**src/i2cr_defines.svh**
```systemverilog
// Purpose: named constants of the two-wire control register block
// Assumes: 8-bit byte addresses on the register bus, 32-bit data
// Notes:   the package holds the types, this header the numbers
//
// Contract
// - enable bit 6 turns the module on; disabled means no bus action.
// - start request bit 5 starts at once if idle, else after stop.
// - start request while master with bytes sent gives repeated start.
// - start request may be set anytime; hardware never clears it.
// - writing 0 clears start request, writing 1 requests a start.
// - stop request bit 4 write 1 sends stop, cleared when done; 0 ignored.
// - master with both requests set sends stop then start at once.
// - bus error status 00H sets stop request without driving a stop.
// - flag bit 3 set on every defined state except F8H.
// - only a software 0 write clears the flag, advancing the engine.
// - clock line held low while the flag is set.
// - ack enable bit 2 picks ACK when 1, NACK when 0.
// - slave missing an ACK drops to unaddressed until AA and readdressed.
// - slave with AA cleared before last byte detaches; reads give 0xFF.
// - filter select bit 0: 0 advanced filtering, 1 simple filtering.
// - status F8H leaves the flag 0; other codes set it.
// - clock tick rate is clock divided by 8 then divider plus one.
`ifndef I2CR_DEFINES_SVH
`define I2CR_DEFINES_SVH

// ==========================================
// register map
`define I2CR_OFF_DIV   8'h04
`define I2CR_OFF_CTL   8'h08
`define I2CR_OFF_STAT  8'h14
`define I2CR_RESP_OK   2'h0
`define I2CR_RESP_ERR  2'h2

// ==========================================
// control fields and reset values
`define I2CR_EN        6
`define I2CR_STA       5
`define I2CR_STO       4
`define I2CR_SI        3
`define I2CR_AA        2
`define I2CR_FLT       0
`define I2CR_CTL_MASK  8'h7D
`define I2CR_STAT_RST  8'hF8

// ==========================================
// status codes and timing
`define I2CR_ST_NONE   8'hF8
`define I2CR_ST_BUSERR 8'h00
`define I2CR_IDLE_BYTE 8'hFF
`define I2CR_PRE_LAST  3'h7
`define I2CR_FLT_ADV   3'h3
`define I2CR_FLT_SMP   3'h1
`define I2CR_LINE_IDLE 2'h3

`endif

```
**src/i2cr_pkg.sv**
```systemverilog
// Purpose: types shared by the control register block
// Assumes: nothing beyond the defines header
// Notes:   one-hot codes for the condition generator
package i2cr_pkg;

    typedef enum logic [3:0] {
        ST_IDLE  = 4'h1,
        ST_WAIT  = 4'h2,
        ST_START = 4'h4,
        ST_STOP  = 4'h8
    } i2cr_gen_t;

    typedef struct packed {
        logic [1:0][2:0] cnt;
        logic [1:0]      filt;
    } i2cr_flt_t;

    typedef struct packed {
        logic        awready;
        logic        wready;
        logic        bvalid;
        logic [1:0]  bresp;
        logic        arready;
        logic        rvalid;
        logic [1:0]  rresp;
        logic [31:0] rdata;
        logic        aw_hold;
        logic        w_hold;
        logic [7:0]  aw_addr;
        logic [7:0]  w_data;
        logic        w_lane0;
        logic [1:0]  sy1;
        logic [1:0]  sy2;
        logic [1:0]  lines_d;
        logic [7:0]  ctl;
        logic [7:0]  div;
        logic [7:0]  status;
        i2cr_gen_t   gen;
        logic        busy;
        logic        master;
        logic        sta_done;
        logic        bus_err;
        logic        addressed;
        logic        detached;
        logic [2:0]  pre;
        logic [7:0]  cnt;
        logic        tick;
        logic        cmd_start;
        logic        cmd_rstart;
        logic        cmd_stop;
        logic        advance;
        logic        scl_oe;
        logic        ack_reply;
    } i2cr_st_t;

endpackage

```
**src/i2cr_glitch.sv**
```systemverilog
// Purpose: glitch filter on the synchronised clock and data lines
// Assumes: inputs already pass two flip-flops
// Notes:   a level must persist lim+1 samples before it is accepted
`timescale 1ns/1ps
`default_nettype none
`include "i2cr_defines.svh"

module i2cr_glitch (
    input  wire logic       sys_clk,
    input  wire logic       srst,
    input  wire logic       simple,
    input  wire logic [1:0] line_in,
    output var  logic [1:0] line_out
);
    import i2cr_pkg::*;

    i2cr_flt_t  f_r;
    i2cr_flt_t  f_nxt;
    logic [2:0] lim;

    always_comb begin
        f_nxt = f_r;
        // longer run for stronger rejection, shorter for faster edges
        lim = simple ? `I2CR_FLT_SMP : `I2CR_FLT_ADV;
        for (int i = 0; i < 2; i++) begin
            if (line_in[i] == f_r.filt[i]) begin
                f_nxt.cnt[i] = 3'h0;
            end else if (f_r.cnt[i] == lim) begin
                f_nxt.filt[i] = line_in[i];
                f_nxt.cnt[i] = 3'h0;
            end else begin
                f_nxt.cnt[i] = 3'(f_r.cnt[i] + 3'h1);
            end
        end
    end

    always_ff @(posedge sys_clk) begin
        if (srst) begin
            f_r <= '0;
            f_r.filt <= `I2CR_LINE_IDLE;
        end else begin
            f_r <= f_nxt;
        end
    end

    assign line_out = f_r.filt;

endmodule // i2cr_glitch
`default_nettype wire

```
**src/i2cr_ctrl.sv**
```systemverilog
// Purpose: control register, condition requests and flag of a two-wire port
// Assumes: protocol engine on sys_clk reports status codes and slave events
// Notes:   divider, status and control registers on an AXI4-Lite slave
//
// The AXI4-Lite interface to the registers was decided locally.
`timescale 1ns/1ps
`default_nettype none
`include "i2cr_defines.svh"

module i2cr_ctrl (
    input  wire logic        sys_clk,
    input  wire logic        srst,
    input  wire logic [7:0]  s_axi_awaddr,
    input  wire logic        s_axi_awvalid,
    output var  logic        s_axi_awready,
    input  wire logic [31:0] s_axi_wdata,
    input  wire logic [3:0]  s_axi_wstrb,
    input  wire logic        s_axi_wvalid,
    output var  logic        s_axi_wready,
    output var  logic [1:0]  s_axi_bresp,
    output var  logic        s_axi_bvalid,
    input  wire logic        s_axi_bready,
    input  wire logic [7:0]  s_axi_araddr,
    input  wire logic        s_axi_arvalid,
    output var  logic        s_axi_arready,
    output var  logic [31:0] s_axi_rdata,
    output var  logic [1:0]  s_axi_rresp,
    output var  logic        s_axi_rvalid,
    input  wire logic        s_axi_rready,
    input  wire logic        scl_in,
    input  wire logic        sda_in,
    output var  logic        scl_out,
    output var  logic        scl_oe,
    input  wire logic        eng_stat_valid,
    input  wire logic [7:0]  eng_stat,
    input  wire logic        eng_byte_done,
    input  wire logic        eng_nack,
    input  wire logic        eng_addr_match,
    output var  logic        cmd_start,
    output var  logic        cmd_rstart,
    output var  logic        cmd_stop,
    output var  logic        state_advance,
    output var  logic        scl_tick,
    output var  logic        ack_reply,
    output var  logic        slave_sel,
    output var  logic        tx_idle_byte,
    output var  logic        master_mode
);
    import i2cr_pkg::*;

    // ==========================================
    // state and decode
    i2cr_st_t   s_r;
    i2cr_st_t   s_nxt;
    logic [1:0] lf;
    logic [2:0] wsel;
    logic [2:0] rsel;
    logic       do_wr;
    logic       wr_ctl;
    logic       start_seen;
    logic       stop_seen;
    logic       en;
    logic       si;
    logic       pend;

    function automatic logic [2:0] reg_sel(input logic [7:0] a);
        reg_sel = {a == `I2CR_OFF_STAT, a == `I2CR_OFF_CTL, a == `I2CR_OFF_DIV};
    endfunction

    i2cr_glitch u_flt (
        .sys_clk  (sys_clk),
        .srst     (srst),
        .simple   (s_r.ctl[`I2CR_FLT]),
        .line_in  (s_r.sy2),
        .line_out (lf)
    );

    always_comb begin
        s_nxt = s_r;
        s_nxt.tick = 1'b0;
        s_nxt.cmd_start = 1'b0;
        s_nxt.cmd_rstart = 1'b0;
        s_nxt.cmd_stop = 1'b0;
        s_nxt.advance = 1'b0;
        en = s_r.ctl[`I2CR_EN];
        si = s_r.ctl[`I2CR_SI];
        pend = s_r.ctl[`I2CR_STA] & ~s_r.sta_done;

        // ==========================================
        // line watch: start and stop seen on the filtered lines
        s_nxt.sy1 = {scl_in, sda_in};
        s_nxt.sy2 = s_r.sy1;
        s_nxt.lines_d = lf;
        start_seen = lf[1] & s_r.lines_d[1] & s_r.lines_d[0] & ~lf[0];
        stop_seen = lf[1] & s_r.lines_d[1] & ~s_r.lines_d[0] & lf[0];
        if (start_seen) begin
            s_nxt.busy = 1'b1;
        end
        if (stop_seen) begin
            s_nxt.busy = 1'b0;
            s_nxt.master = 1'b0;
        end

        // ==========================================
        // bus slave: address and data taken in either order
        wsel = reg_sel(s_r.aw_addr);
        rsel = reg_sel(s_axi_araddr);
        if (s_axi_awvalid && s_r.awready) begin
            s_nxt.aw_hold = 1'b1;
            s_nxt.aw_addr = s_axi_awaddr;
        end
        if (s_axi_wvalid && s_r.wready) begin
            s_nxt.w_hold = 1'b1;
            s_nxt.w_data = s_axi_wdata[7:0];
            s_nxt.w_lane0 = s_axi_wstrb[0];
        end
        do_wr = s_r.aw_hold & s_r.w_hold & ~s_r.bvalid;
        wr_ctl = do_wr & s_r.w_lane0 & wsel[1];
        if (do_wr) begin
            s_nxt.bvalid = 1'b1;
            s_nxt.bresp = (|wsel) ? `I2CR_RESP_OK : `I2CR_RESP_ERR;
            s_nxt.aw_hold = 1'b0;
            s_nxt.w_hold = 1'b0;
            if (s_r.w_lane0 && wsel[0]) begin
                s_nxt.div = s_r.w_data;
            end
        end
        if (s_r.bvalid && s_axi_bready) begin
            s_nxt.bvalid = 1'b0;
        end
        s_nxt.awready = ~s_nxt.aw_hold & ~s_nxt.bvalid;
        s_nxt.wready = ~s_nxt.w_hold & ~s_nxt.bvalid;
        if (s_axi_arvalid && s_r.arready) begin
            s_nxt.rvalid = 1'b1;
            s_nxt.rresp = (|rsel) ? `I2CR_RESP_OK : `I2CR_RESP_ERR;
            case (1'b1)
                rsel[0]: s_nxt.rdata = {24'h0, s_r.div};
                rsel[1]: s_nxt.rdata = {24'h0, s_r.ctl & `I2CR_CTL_MASK};
                rsel[2]: s_nxt.rdata = {24'h0, s_r.status};
                default: s_nxt.rdata = 32'h0;
            endcase
        end
        if (s_r.rvalid && s_axi_rready) begin
            s_nxt.rvalid = 1'b0;
        end
        s_nxt.arready = ~s_nxt.rvalid;

        // ==========================================
        // condition generator; in idle it waits while the flag stretches the clock
        case (s_r.gen)
            ST_IDLE: begin
                if (en && !si) begin
                    if (s_r.ctl[`I2CR_STO] && !s_r.bus_err) begin
                        if (s_r.master) begin
                            s_nxt.cmd_stop = 1'b1;
                            s_nxt.gen = ST_STOP;
                        end else begin
                            // a slave only releases, it never frames a stop
                            s_nxt.ctl[`I2CR_STO] = 1'b0;
                            s_nxt.addressed = 1'b0;
                        end
                    end else if (pend) begin
                        if (s_r.master) begin
                            s_nxt.cmd_rstart = 1'b1;
                            s_nxt.gen = ST_START;
                        end else if (!s_r.busy) begin
                            s_nxt.cmd_start = 1'b1;
                            s_nxt.gen = ST_START;
                        end else begin
                            s_nxt.gen = ST_WAIT;
                        end
                    end
                end
            end
            ST_WAIT: begin
                if (!pend) begin
                    s_nxt.gen = ST_IDLE;
                end else if (!s_r.busy) begin
                    s_nxt.cmd_start = 1'b1;
                    s_nxt.gen = ST_START;
                end
            end
            ST_START: begin
                if (start_seen) begin
                    // request bit stays; only this attempt is spent
                    s_nxt.sta_done = 1'b1;
                    s_nxt.master = 1'b1;
                    s_nxt.gen = ST_IDLE;
                end
            end
            ST_STOP: begin
                if (stop_seen) begin
                    s_nxt.ctl[`I2CR_STO] = 1'b0;
                    if (s_r.ctl[`I2CR_STA]) begin
                        s_nxt.cmd_start = 1'b1;
                        s_nxt.gen = ST_START;
                    end else begin
                        s_nxt.gen = ST_IDLE;
                    end
                end
            end
            default: s_nxt.gen = ST_IDLE;
        endcase
        if (!en) begin
            s_nxt.gen = ST_IDLE;
            s_nxt.master = 1'b0;
            s_nxt.cmd_start = 1'b0;
            s_nxt.cmd_rstart = 1'b0;
            s_nxt.cmd_stop = 1'b0;
        end

        // ==========================================
        // control register write; hardware sets below win over it
        if (wr_ctl) begin
            s_nxt.ctl[`I2CR_EN] = s_r.w_data[`I2CR_EN];
            s_nxt.ctl[`I2CR_STA] = s_r.w_data[`I2CR_STA];
            s_nxt.ctl[`I2CR_AA] = s_r.w_data[`I2CR_AA];
            s_nxt.ctl[`I2CR_FLT] = s_r.w_data[`I2CR_FLT];
            if (!s_r.w_data[`I2CR_STA]) begin
                s_nxt.sta_done = 1'b0;
            end
            if (!s_r.w_data[`I2CR_SI] && si) begin
                s_nxt.ctl[`I2CR_SI] = 1'b0;
                s_nxt.advance = 1'b1;
                s_nxt.sta_done = 1'b0;
                if (s_r.bus_err) begin
                    s_nxt.ctl[`I2CR_STO] = 1'b0;
                    s_nxt.bus_err = 1'b0;
                end
            end
            if (s_r.w_data[`I2CR_STO]) begin
                s_nxt.ctl[`I2CR_STO] = 1'b1;
            end
        end

        // ==========================================
        // slave tracking and engine events
        if (eng_nack && s_r.addressed) begin
            s_nxt.addressed = 1'b0;
        end
        if (eng_byte_done && s_r.addressed && !s_r.master && !s_r.ctl[`I2CR_AA]) begin
            s_nxt.addressed = 1'b0;
            s_nxt.detached = 1'b1;
        end
        if (start_seen || stop_seen) begin
            s_nxt.detached = 1'b0;
        end
        if (eng_addr_match && s_r.ctl[`I2CR_AA] && !s_r.master) begin
            s_nxt.addressed = 1'b1;
            s_nxt.detached = 1'b0;
        end
        if (eng_stat_valid) begin
            s_nxt.status = eng_stat;
            if (eng_stat != `I2CR_ST_NONE) begin
                s_nxt.ctl[`I2CR_SI] = 1'b1;
            end
            if (eng_stat == `I2CR_ST_BUSERR) begin
                s_nxt.ctl[`I2CR_STO] = 1'b1;
                s_nxt.bus_err = 1'b1;
            end
        end
        s_nxt.scl_oe = s_nxt.ctl[`I2CR_EN] & s_nxt.ctl[`I2CR_SI];
        s_nxt.ack_reply = s_nxt.ctl[`I2CR_EN] & s_nxt.ctl[`I2CR_AA] & ~s_nxt.detached;

        // ==========================================
        // clock tick: divide by 8, then by divider plus one; 0 halts it
        if (en && s_r.div != 8'h00) begin
            s_nxt.pre = 3'(s_r.pre + 3'h1);
            if (s_r.pre == `I2CR_PRE_LAST) begin
                if (s_r.cnt == s_r.div) begin
                    s_nxt.cnt = 8'h00;
                    s_nxt.tick = 1'b1;
                end else begin
                    s_nxt.cnt = 8'(s_r.cnt + 8'h01);
                end
            end
        end else begin
            s_nxt.pre = 3'h0;
            s_nxt.cnt = 8'h00;
        end
    end

    always_ff @(posedge sys_clk) begin
        if (srst) begin
            s_r <= '0;
            s_r.status <= `I2CR_STAT_RST;
            s_r.gen <= ST_IDLE;
            s_r.sy1 <= `I2CR_LINE_IDLE;
            s_r.sy2 <= `I2CR_LINE_IDLE;
            s_r.lines_d <= `I2CR_LINE_IDLE;
        end else begin
            s_r <= s_nxt;
        end
    end

    // ==========================================
    // outputs
    assign s_axi_awready = s_r.awready;
    assign s_axi_wready = s_r.wready;
    assign s_axi_bresp = s_r.bresp;
    assign s_axi_bvalid = s_r.bvalid;
    assign s_axi_arready = s_r.arready;
    assign s_axi_rdata = s_r.rdata;
    assign s_axi_rresp = s_r.rresp;
    assign s_axi_rvalid = s_r.rvalid;
    assign scl_out = 1'b0;
    assign scl_oe = s_r.scl_oe;
    assign cmd_start = s_r.cmd_start;
    assign cmd_rstart = s_r.cmd_rstart;
    assign cmd_stop = s_r.cmd_stop;
    assign state_advance = s_r.advance;
    assign scl_tick = s_r.tick;
    assign ack_reply = s_r.ack_reply;
    assign slave_sel = s_r.addressed;
    assign tx_idle_byte = s_r.detached;
    assign master_mode = s_r.master;
endmodule // i2cr_ctrl
`default_nettype wire

```
**config.mk**
```make
export PLATFORM = sky130hd
export DESIGN_NAME = i2cr_ctrl
export DESIGN_NICKNAME = d
export VERILOG_FILES = /design/src/i2cr_pkg.sv /design/src/i2cr_glitch.sv /design/src/i2cr_ctrl.sv
export VERILOG_INCLUDE_DIRS = /design/src /design/src/src
export SDC_FILE = /design/constraint.sdc
export NUM_CORES = 1
export LEC_CHECK = 0
export ABC_AREA = 1
export BUFFER_PORTS_ARGS = -buffer_cell sky130_fd_sc_hd__buf_4
export CAP_MARGIN = 15
export CORE_ASPECT_RATIO = 0.5
export CORE_MARGIN = 3
export CORE_UTILIZATION = 45
export CTS_BUF_LIST = sky130_fd_sc_hd__clkbuf_4
export DETAILED_ROUTE_END_ITERATION = 7
export HOLD_SLACK_MARGIN = 0.06
export PLACE_DENSITY = 0.71
export SLEW_MARGIN = 10
export SYNTH_ARGS = -nofsm -noshare
export SYNTH_HDL_FRONTEND = slang
export SYNTH_SLANG_ARGS = --single-unit
```
**constraint.sdc**
```tcl
create_clock -name sys_clk -period 1.3 [get_ports sys_clk]
set_input_delay 0.195 -clock sys_clk [delete_from_list [all_inputs] [get_ports sys_clk]]
set_output_delay 0.195 -clock sys_clk [all_outputs]
set_load 0.02 [all_outputs]
```
# Word-level counts from Yosys, hierarchy flattened
# Index checks and enable logic that the tools add are counted.
# W data, S select, Z words.
# totals
reg_bits	124
inputBits	73
output_inout_bits	52
# op_classes
bitwise_logic	34
mux	67
n_reduce_logical	43
addsub	4
n_eq_ne	24
# op_table
operator	count
$mux W35	1
$mux W4	8
$mux W8	4
$mux W1	31
$mux W2	14
$not A1 Y1	19
$eq A8 B3 Y1 const B	2
$eq A8 B4 Y1 const B	2
$eq A8 B5 Y1 const B	2
$logic_and A1 B1 Y1	16
$pmux W4 S4	1
$and A1 B1 Y1	15
$mux W3	5
$reduce_or A3 Y1	5
$reduce_bool A4 Y1	3
$add A3 B1 Y3 const B	3
$ne A3 B3 Y1 const B	3
$add A8 B1 Y8 const B	1
$eq A8 B8 Y1	1
$logic_not A8 Y1	1
$ne A8 B8 Y1 const B	1
$reduce_bool A8 Y1	1
$reduce_or A2 Y1	4
$eq A3 B3 Y1	2
18 further kinds	27

# Logic depth before layout (Yosys ltp)
# Gate-level depths: netlist of the first run.
# logic_depth
ltp_word	12
ltp_mapped	10

# Modules after synthesis
# Synthesis of the first run repeated with hierarchy kept, for this count alone.
# unflattened
hier_cells	661
hier_area_um2	4722.0
# by_module_without_submodules
module	area_per_inst_um2	cells_per_inst	n_inst
i2cr_ctrl	4326.6	605	1
i2cr_glitch	395.4	56	1

# Worst setup path before layout of the first run
# OpenSTA, ideal clock, no wires.
# synth_path
path_kind	flip-flop to flip-flop
start	reg s_r[15] (netlist name)
end	reg s_r[14] (netlist name)
path_slack_ns	-0.142
setup_ns	0.124
t_arrival_ns	1.318
path_stages_with_launch	10
n_path_buf	0
path_cell_list	dfxtp_1 > ha_1 > ha_1 > nand2_1 > nor3_2 > nand3_1 > nor2_1 > nand3_1 > nand2_1 > nor2_1
# synth_between
elab_chain_cells	1
# synth_lines
item	line	rtl
start, declared	i2cr_ctrl.sv:53	i2cr_st_t s_r;
start signal, assigned	i2cr_ctrl.sv:292	s_r <= s_nxt;
$eq A3 B3 Y1 (no source line)	--	
# Every way passes these cells.
# A chain may end at the register's enable or synchronous reset.

# Worst setup path after layout of the first run
# layout_path
start	reg s_r[15] (netlist name)
end	reg s_r[9] (netlist name)
# The elaborated chain is that of the path after synthesis.

==> run metrics, run 1 <==
status complete, but fails checks; failing checks negative setup slack; post-route minimum period 1440 ps; CP cell instances ha_4 -> ha_4 -> buf_4 -> o2111ai_4 -> o21ai_2 -> buf_4 -> nor2_1; Synth Area per Inst 7.30 sq um; Die X 149 microns; Logic pwr share 14.6%; CP peak stage delay 370 ps; Starting DRT DRC Count 324; H-Tree Depth 3; RSZ-0062 raised after global routing yes; vias in the first global route 4125; routed len/inst 12.9 microns; initial antenna violation count 0; Max Freq 696 MHz; P&R area growth vs syn 39.8%; clock latency on the worst-skew pair 450 ps; final instance area 0.00641 sq mm; # setup viols final 20; share of layout cells above drive strength 1 34.7%; Mapped Area 0.00458 sq mm; largest net degree at the start of global routing 19; port bufs 70; gpl congestion 0.875; Seq/Total Area, Yosys 42.8%; Yosys reg bits 98; CTS Buffer Depth 2; leak pwr 2.83 nW; clock sinks 98; Synth Area in XOR/XNOR 1.91%; Core Area 0.00967 sq mm; grt ovf 0; DR vias 4529; total power 0.00539 W; Worst setup EP type flip-flop; first-pass iteration count of the detailed router 5; slowest cell on the critical path dfxtp_2; crit path DAT 1780 ps; Ys Warns 0; Post-Route WL 12.0 mm; Peak VDD IR 535 uV; clock-pin slew on the worst setup and hold paths 140 ps; first-pass GRT wire length 19.2 mm; CTS tree done; DR vias/cell 4.88; simple-gate area share of the yosys netlist 27.1%; I/O Pins 125; Synth async-reset ratio 0%; nets 866; CTS Buf Count 9; area post-placement 0.00544 sq mm; Final Hold Viols 0; Row Count 25; post-synthesis mux area share 0.218%; combinational family with the most area after synthesis simple AND/OR/NAND/NOR gates; Initial Utilization 47.4%; kind of critical path flip-flop to flip-flop; Synth Instances 628; EDFF count, synth 0; Final HPWL DP 8.21 mm; Hold WS 101 ps; setup tns final -1250 ps; crit-path max FO 3; post-synthesis adder-cell area fraction 1.36%; antenna viol nets, final 0; maxcap violations 0; die height 77.4 microns; Int Pwr 0.00388 W; compound-cell area share of the yosys netlist 12.4%; Unique masters post-synth 42; total net switching power 0.00151 W; Hold Crit Class input pin to flip-flop; critical path required time 1650 ps; worst setup margin -137 ps; switch share 28.1%; Setup crit start kind flip-flop; top_reg_cell synth dfxtp_1; Final Cycle Share 111%; Total GRT Usage 20.4%; Seq pwr share 58.6%; DRC viols 0; Root Driver clkbuf_4; Worst Skew 12.9 ps; Die ar. 0.0115 sq mm; Slew Limit Fails 0; Cell Pwr Density 841 mW/mm^2; Clock Power Share 26.8%
==> path summary, 6_finish.rpt <==
path	start	to	slack [ps]	cells past startpoint
min reg2reg	s_nxt[54]	s_r[54]	430	1
min	s_axi_rready	s_axi_rvalid	100	4
max reg2reg	s_r[15]	s_r[9]	-140	7
max	s_r[15]	s_r[9]	-140	7
==> power by group through the flow <==
stage	clock, W	sequential [W]	combinational [W]
6_report	0.00145	0.00316	0.000787
2_1_floorplan	0	0.00322	0.000403
3_3_place_gp	0	0.00322	0.000621
4_1_cts	0.00148	0.00315	0.000751
5_1_grt	0.00161	0.00317	0.000862
3_5_place_dp	0	0.00322	0.000629
==> cell families after synthesis <==
kind of cell             after synthesis
AO/OA/AOI/OAI                        103
XOR/XNOR                              10
adder cells (fa/ha/maj)                5
buffers and inverters                133
flip-flops                            98
multiplexers                           1
other                                  1
AND/OR/NAND/NOR                      277
==> timing repair <==
action | CTS | global route
cloned | 1 | 0
endpoints found under the setup margin | 31 | 39
hold buffers | 37 | 0
endpoints found under the hold margin | 29 | 0
pin swaps | 21 | 20
gates resized for setup | 46 | 82
setup buffers | 5 | 11
==> metal layers <==
metal	vias to the layer above	global-route usage (%)	wire length [microns]
li1	2279	-	-
met1	2082	28.1	5550
met2	147	32.4	5470
met3	21	4.43	761
met4	0	6.21	219
met5	-	0	0
==> sequential cells by signal, summed over array words and instances (netlist names), 2 cells and up <==
name            flops
s_axi_rdata         8
s_nxt               2
s_r                62
u_flt.f_r           6
u_flt.line_out      2
==> area by class of cell <==
type | count | area [sq um]
Antenna cell | 1 | 2.50
Clock buffer | 10 | 75.1
Clock inverter | 6 | 41.3
Fill cell | 815 | 3250
Inverter | 82 | 312
Multi-Input combinational cell | 424 | 2370
Sequential cell | 98 | 2000
Tap cell | 135 | 169
Timing Repair Buffer | 173 | 1450
==> layout by cell type (no fill, tap or decap), types with 11 or more instances in the layout <==
cell	instances
a21oi_2	11
nor2_1	80
inv_2	20
dfxtp_2	25
nand3_1	41
conb_1	27
nor2_4	12
a21oi_1	32
inv_1	60
nand2_2	16
dfxtp_1	72
o21ai_0	35
dlygate4sd3_1	37
buf_4	125
nand2_1	81
==> cell usage after synthesis, types with 4 or more instances <==
library cell	n	area [sq um]
nor3_1	6	30.0
o21ai_0	40	200
dfxtp_1	98	1960
nand4_1	10	62.6
inv_1	76	285
xor2_1	5	43.8
nand2_1	100	375
o21ai_2	4	35.0
o22ai_1	4	25.0
buf_4	37	278
ha_1	5	62.6
inv_2	5	18.8
clkbuf_1	9	33.8
nor2_2	8	50.1
or2_2	5	31.3
nor2_1	86	323
nand3_1	49	245
xnor2_1	5	43.8
a21oi_1	41	205
==> worst max-delay path: cells and delay by family (launching register included) <==
family	cells	cell delay, ps
buffers and inverters	2	270
AND/OR/NAND/NOR	1	30
flip-flops	1	370
adder cells (fa/ha/maj)	2	280
AO/OA/AOI/OAI	2	380
==> metrics by stage <==
| stage | util, % | setup WS [ps] | cells |
|---|---|---|---|
| finish | 66.3 | -137 | 929 |
| global route | 66.3 | -202 | 928 |
| CTS | 63.1 | -93.6 | 917 |
| detailed placement | 56.2 | -142 | 858 |
| global placement | 56.2 | -102 | 858 |
| floorplan | - | -84.0 | 654 |
No activity file was read; power rests on OpenSTA's default activity.
==> inputs of run 2 (changes only) <==
--- a/config.mk
+++ b/config.mk
@@ -9,13 +9,15 @@
 export ABC_AREA = 1
 export BUFFER_PORTS_ARGS = -buffer_cell sky130_fd_sc_hd__buf_4
 export CAP_MARGIN = 15
+export CELL_PAD_IN_SITES_DETAIL_PLACEMENT = 0
+export CELL_PAD_IN_SITES_GLOBAL_PLACEMENT = 1
 export CORE_ASPECT_RATIO = 0.5
 export CORE_MARGIN = 3
-export CORE_UTILIZATION = 45
+export CORE_UTILIZATION = 35
 export CTS_BUF_LIST = sky130_fd_sc_hd__clkbuf_4
 export DETAILED_ROUTE_END_ITERATION = 7
 export HOLD_SLACK_MARGIN = 0.06
-export PLACE_DENSITY = 0.71
+export PLACE_DENSITY = 0.77
 export SLEW_MARGIN = 10
 export SYNTH_ARGS = -nofsm -noshare
 export SYNTH_HDL_FRONTEND = slang
==> constraint.sdc (replaced) <==
create_clock -name sys_clk -period 1.3 [get_ports sys_clk]
set_input_delay 0.195 -clock sys_clk [delete_from_list [all_inputs] [get_ports sys_clk]]
set_output_delay 0.195 -clock sys_clk [all_outputs]
set_load 0.01 [all_outputs]
==> run 2 against run 1 <==
  * The flow still finishes with violations (negative setup slack)
  * Sequential cell count unchanged
  * Power up 7.3%
  * Setup slack worse by 9.9 ps
  * Clock skew up 6.5 ps
  * Critical path depth up 1
  * Worst hold slack worse by 15 ps
  * Register-to-register slack about the same
  * Critical path type unchanged
  * Highest routed layer unchanged
==> run metrics, run 2 (synthesis results as in run 1) <==
Root Driver clkbuf_4; H-Tree Depth 3; CTS tree done; CTS Buf Count 9; Clock Power Share 32.0%; CP peak stage delay 380 ps; crit path DAT 1820 ps; maxcap violations 0; most common cell after layout, fill and taps aside buf_4; DR vias 4495; commonest non-fill, non-tap cells in the layout buf_4, nand2_1, dfxtp_1, nor2_1, inv_1; Starting DRT DRC Count 228; slowest cell on the critical path dfxtp_2; Core Area 0.0123 sq mm; P&R area growth vs syn 45.0%; Final Cycle Share 111%; Row Count 28; status complete, but fails checks; R2R setup slack -150 ps; Hold EP s_axi_arready; I/O Pins 125; total net switching power 0.00149 W; # setup viols final 22; worst setup margin -147 ps; share of layout cells above drive strength 1 35.9%; die height 86.9 microns; CTS Buffer Depth 2; Logic pwr share 13.4%; Crit Reg-Reg Endpoint s_r[13]; routed len/inst 12.9 microns; Slew Limit Fails 0; max reg flops 62; Post-Route WL 12.6 mm; antenna viol nets, final 0; Final Hold Viols 0; DRC viols 0; final instance area 0.00665 sq mm; Max Freq 691 MHz; Int Pwr 0.00430 W; most frequent CP cell ha_4; Worst Skew 19.4 ps; clock sinks 98; Total GRT Usage 17.3%; total power 0.00579 W; clock latency on the worst-skew pair 470 ps; Seq pwr share 54.6%; RR Startpoint s_r[15]; kind of critical path flip-flop to flip-flop; Final HPWL DP 8.57 mm; R2R depth 8; clock-pin slew on the worst setup and hold paths 150 ps; Top reg by flops s_r; initial antenna violation count 1; first-pass iteration count of the detailed router 4; gpl congestion 0.880; post-route minimum period 1450 ps; DR vias/cell 4.61; largest net degree at the start of global routing 30; vias in the first global route 4152; nets 881; Die X 168 microns; Cell Pwr Density 871 mW/mm^2; first-pass GRT wire length 20.4 mm; Die ar. 0.0146 sq mm; Peak VDD IR 480 uV; Initial Utilization 37.3%; grt ovf 0; switch share 25.7%; area post-placement 0.00553 sq mm; fillcell total 1136; Hold Path Origin s_axi_rready; port bufs 70; leak pwr 2.92 nW; Hold Crit Class input pin to flip-flop; CP cell instances ha_4 -> ha_4 -> buf_6 -> nand2_4 -> nor2_4 -> nand4_1 -> xor2_1 -> nor2_1; RSZ-0062 raised after global routing yes; Setup crit start kind flip-flop; failing checks negative setup slack; crit-path max FO 3; hold depth 5; critical path required time 1670 ps; Worst setup EP type flip-flop
## run 2: changes by cell type in the layout (fill, tap and decap cells not counted), moves of 3 or more
cell     previous run  this run
inv_2              20        17
nor2_1             80        74
buf_4             125       135
dfxtp_2            25        21
nand2_2            16        12
nor2_2              4        12
dfxtp_1            72        76
o21ai_2             6        10
inv_1              60        65
nand2_4             4         7
## run 2: worst max-delay path by stage
stage	start	endpoint	slack, ps
finish	s_r[15]	s_r[13]	-150
global route	s_r[15]	s_r[13]	-240
CTS	s_r[15]	s_r[14]	-140
detailed placement	s_r[15]	s_r[14]	-130
global placement	s_r[15]	s_r[14]	-110
floorplan	s_r[15]	s_r[14]	-80
## run 2: through the flow
stage	util [%]	setup TNS [ps]	setup slack, ps	cells	hold WS (ps)
after global placement	45.0	-586	-113	896	383
final	54.1	-1200	-147	975	86.3
after detailed placement	45.0	-862	-126	896	384
after global routing	54.1	-3770	-235	975	85.3
after CTS	51.9	-1040	-140	965	63.0
after floorplan	-	-84.0	-84.0	654	299
## run 2: power by group through the flow
stage	Sequential, W	Clock (W)	Combinational (W)
2_1_floorplan	0.00321	0	0.000361
3_3_place_gp	0.00322	0	0.000567
3_5_place_dp	0.00322	0	0.000573
4_1_cts	0.00316	0.00192	0.000741
5_1_grt	0.00317	0.00206	0.000852
6_report	0.00316	0.00185	0.000775
## run 2: critical path, delay by kind of cell (launching register included)
family	cells	cell delay [ps]
buf+inv	1	120
fa+ha+maj	2	280
simple gates	4	350
xor+xnor	1	220
flops	1	380
## run 2: area by class of cell
type | instances | area, sq um | share of cell area (%)
multi-input combinational | 425 | 2410 | 36.2
sequential | 98 | 1990 | 30.0
timing repair buffer | 187 | 1560 | 23.5
inverter | 82 | 308 | 4.63
tap | 165 | 206 | 3.11
clock inverter | 6 | 90.1 | 1.35
clock buffer | 10 | 75.1 | 1.13
antenna | 2 | 5.00 | 0.0753
## run 2: timing repair
action,4_1_cts,5_1_grt
gates cloned,2,0
endpoints found under the hold margin,30,0
setup buffers,13,8
hold buffers,39,0
resized for setup,62,71
pin swaps,30,40
setup endpoints to repair,33,41
## run 2: routing by layer
layer,wire [microns],vias to the layer above,track usage [%]
met3,651,15,3.76
met4,109,0,2.97
met2,5770,113,28.3
li1,-,2306,-
met5,0,-,0
met1,6040,2061,24.2
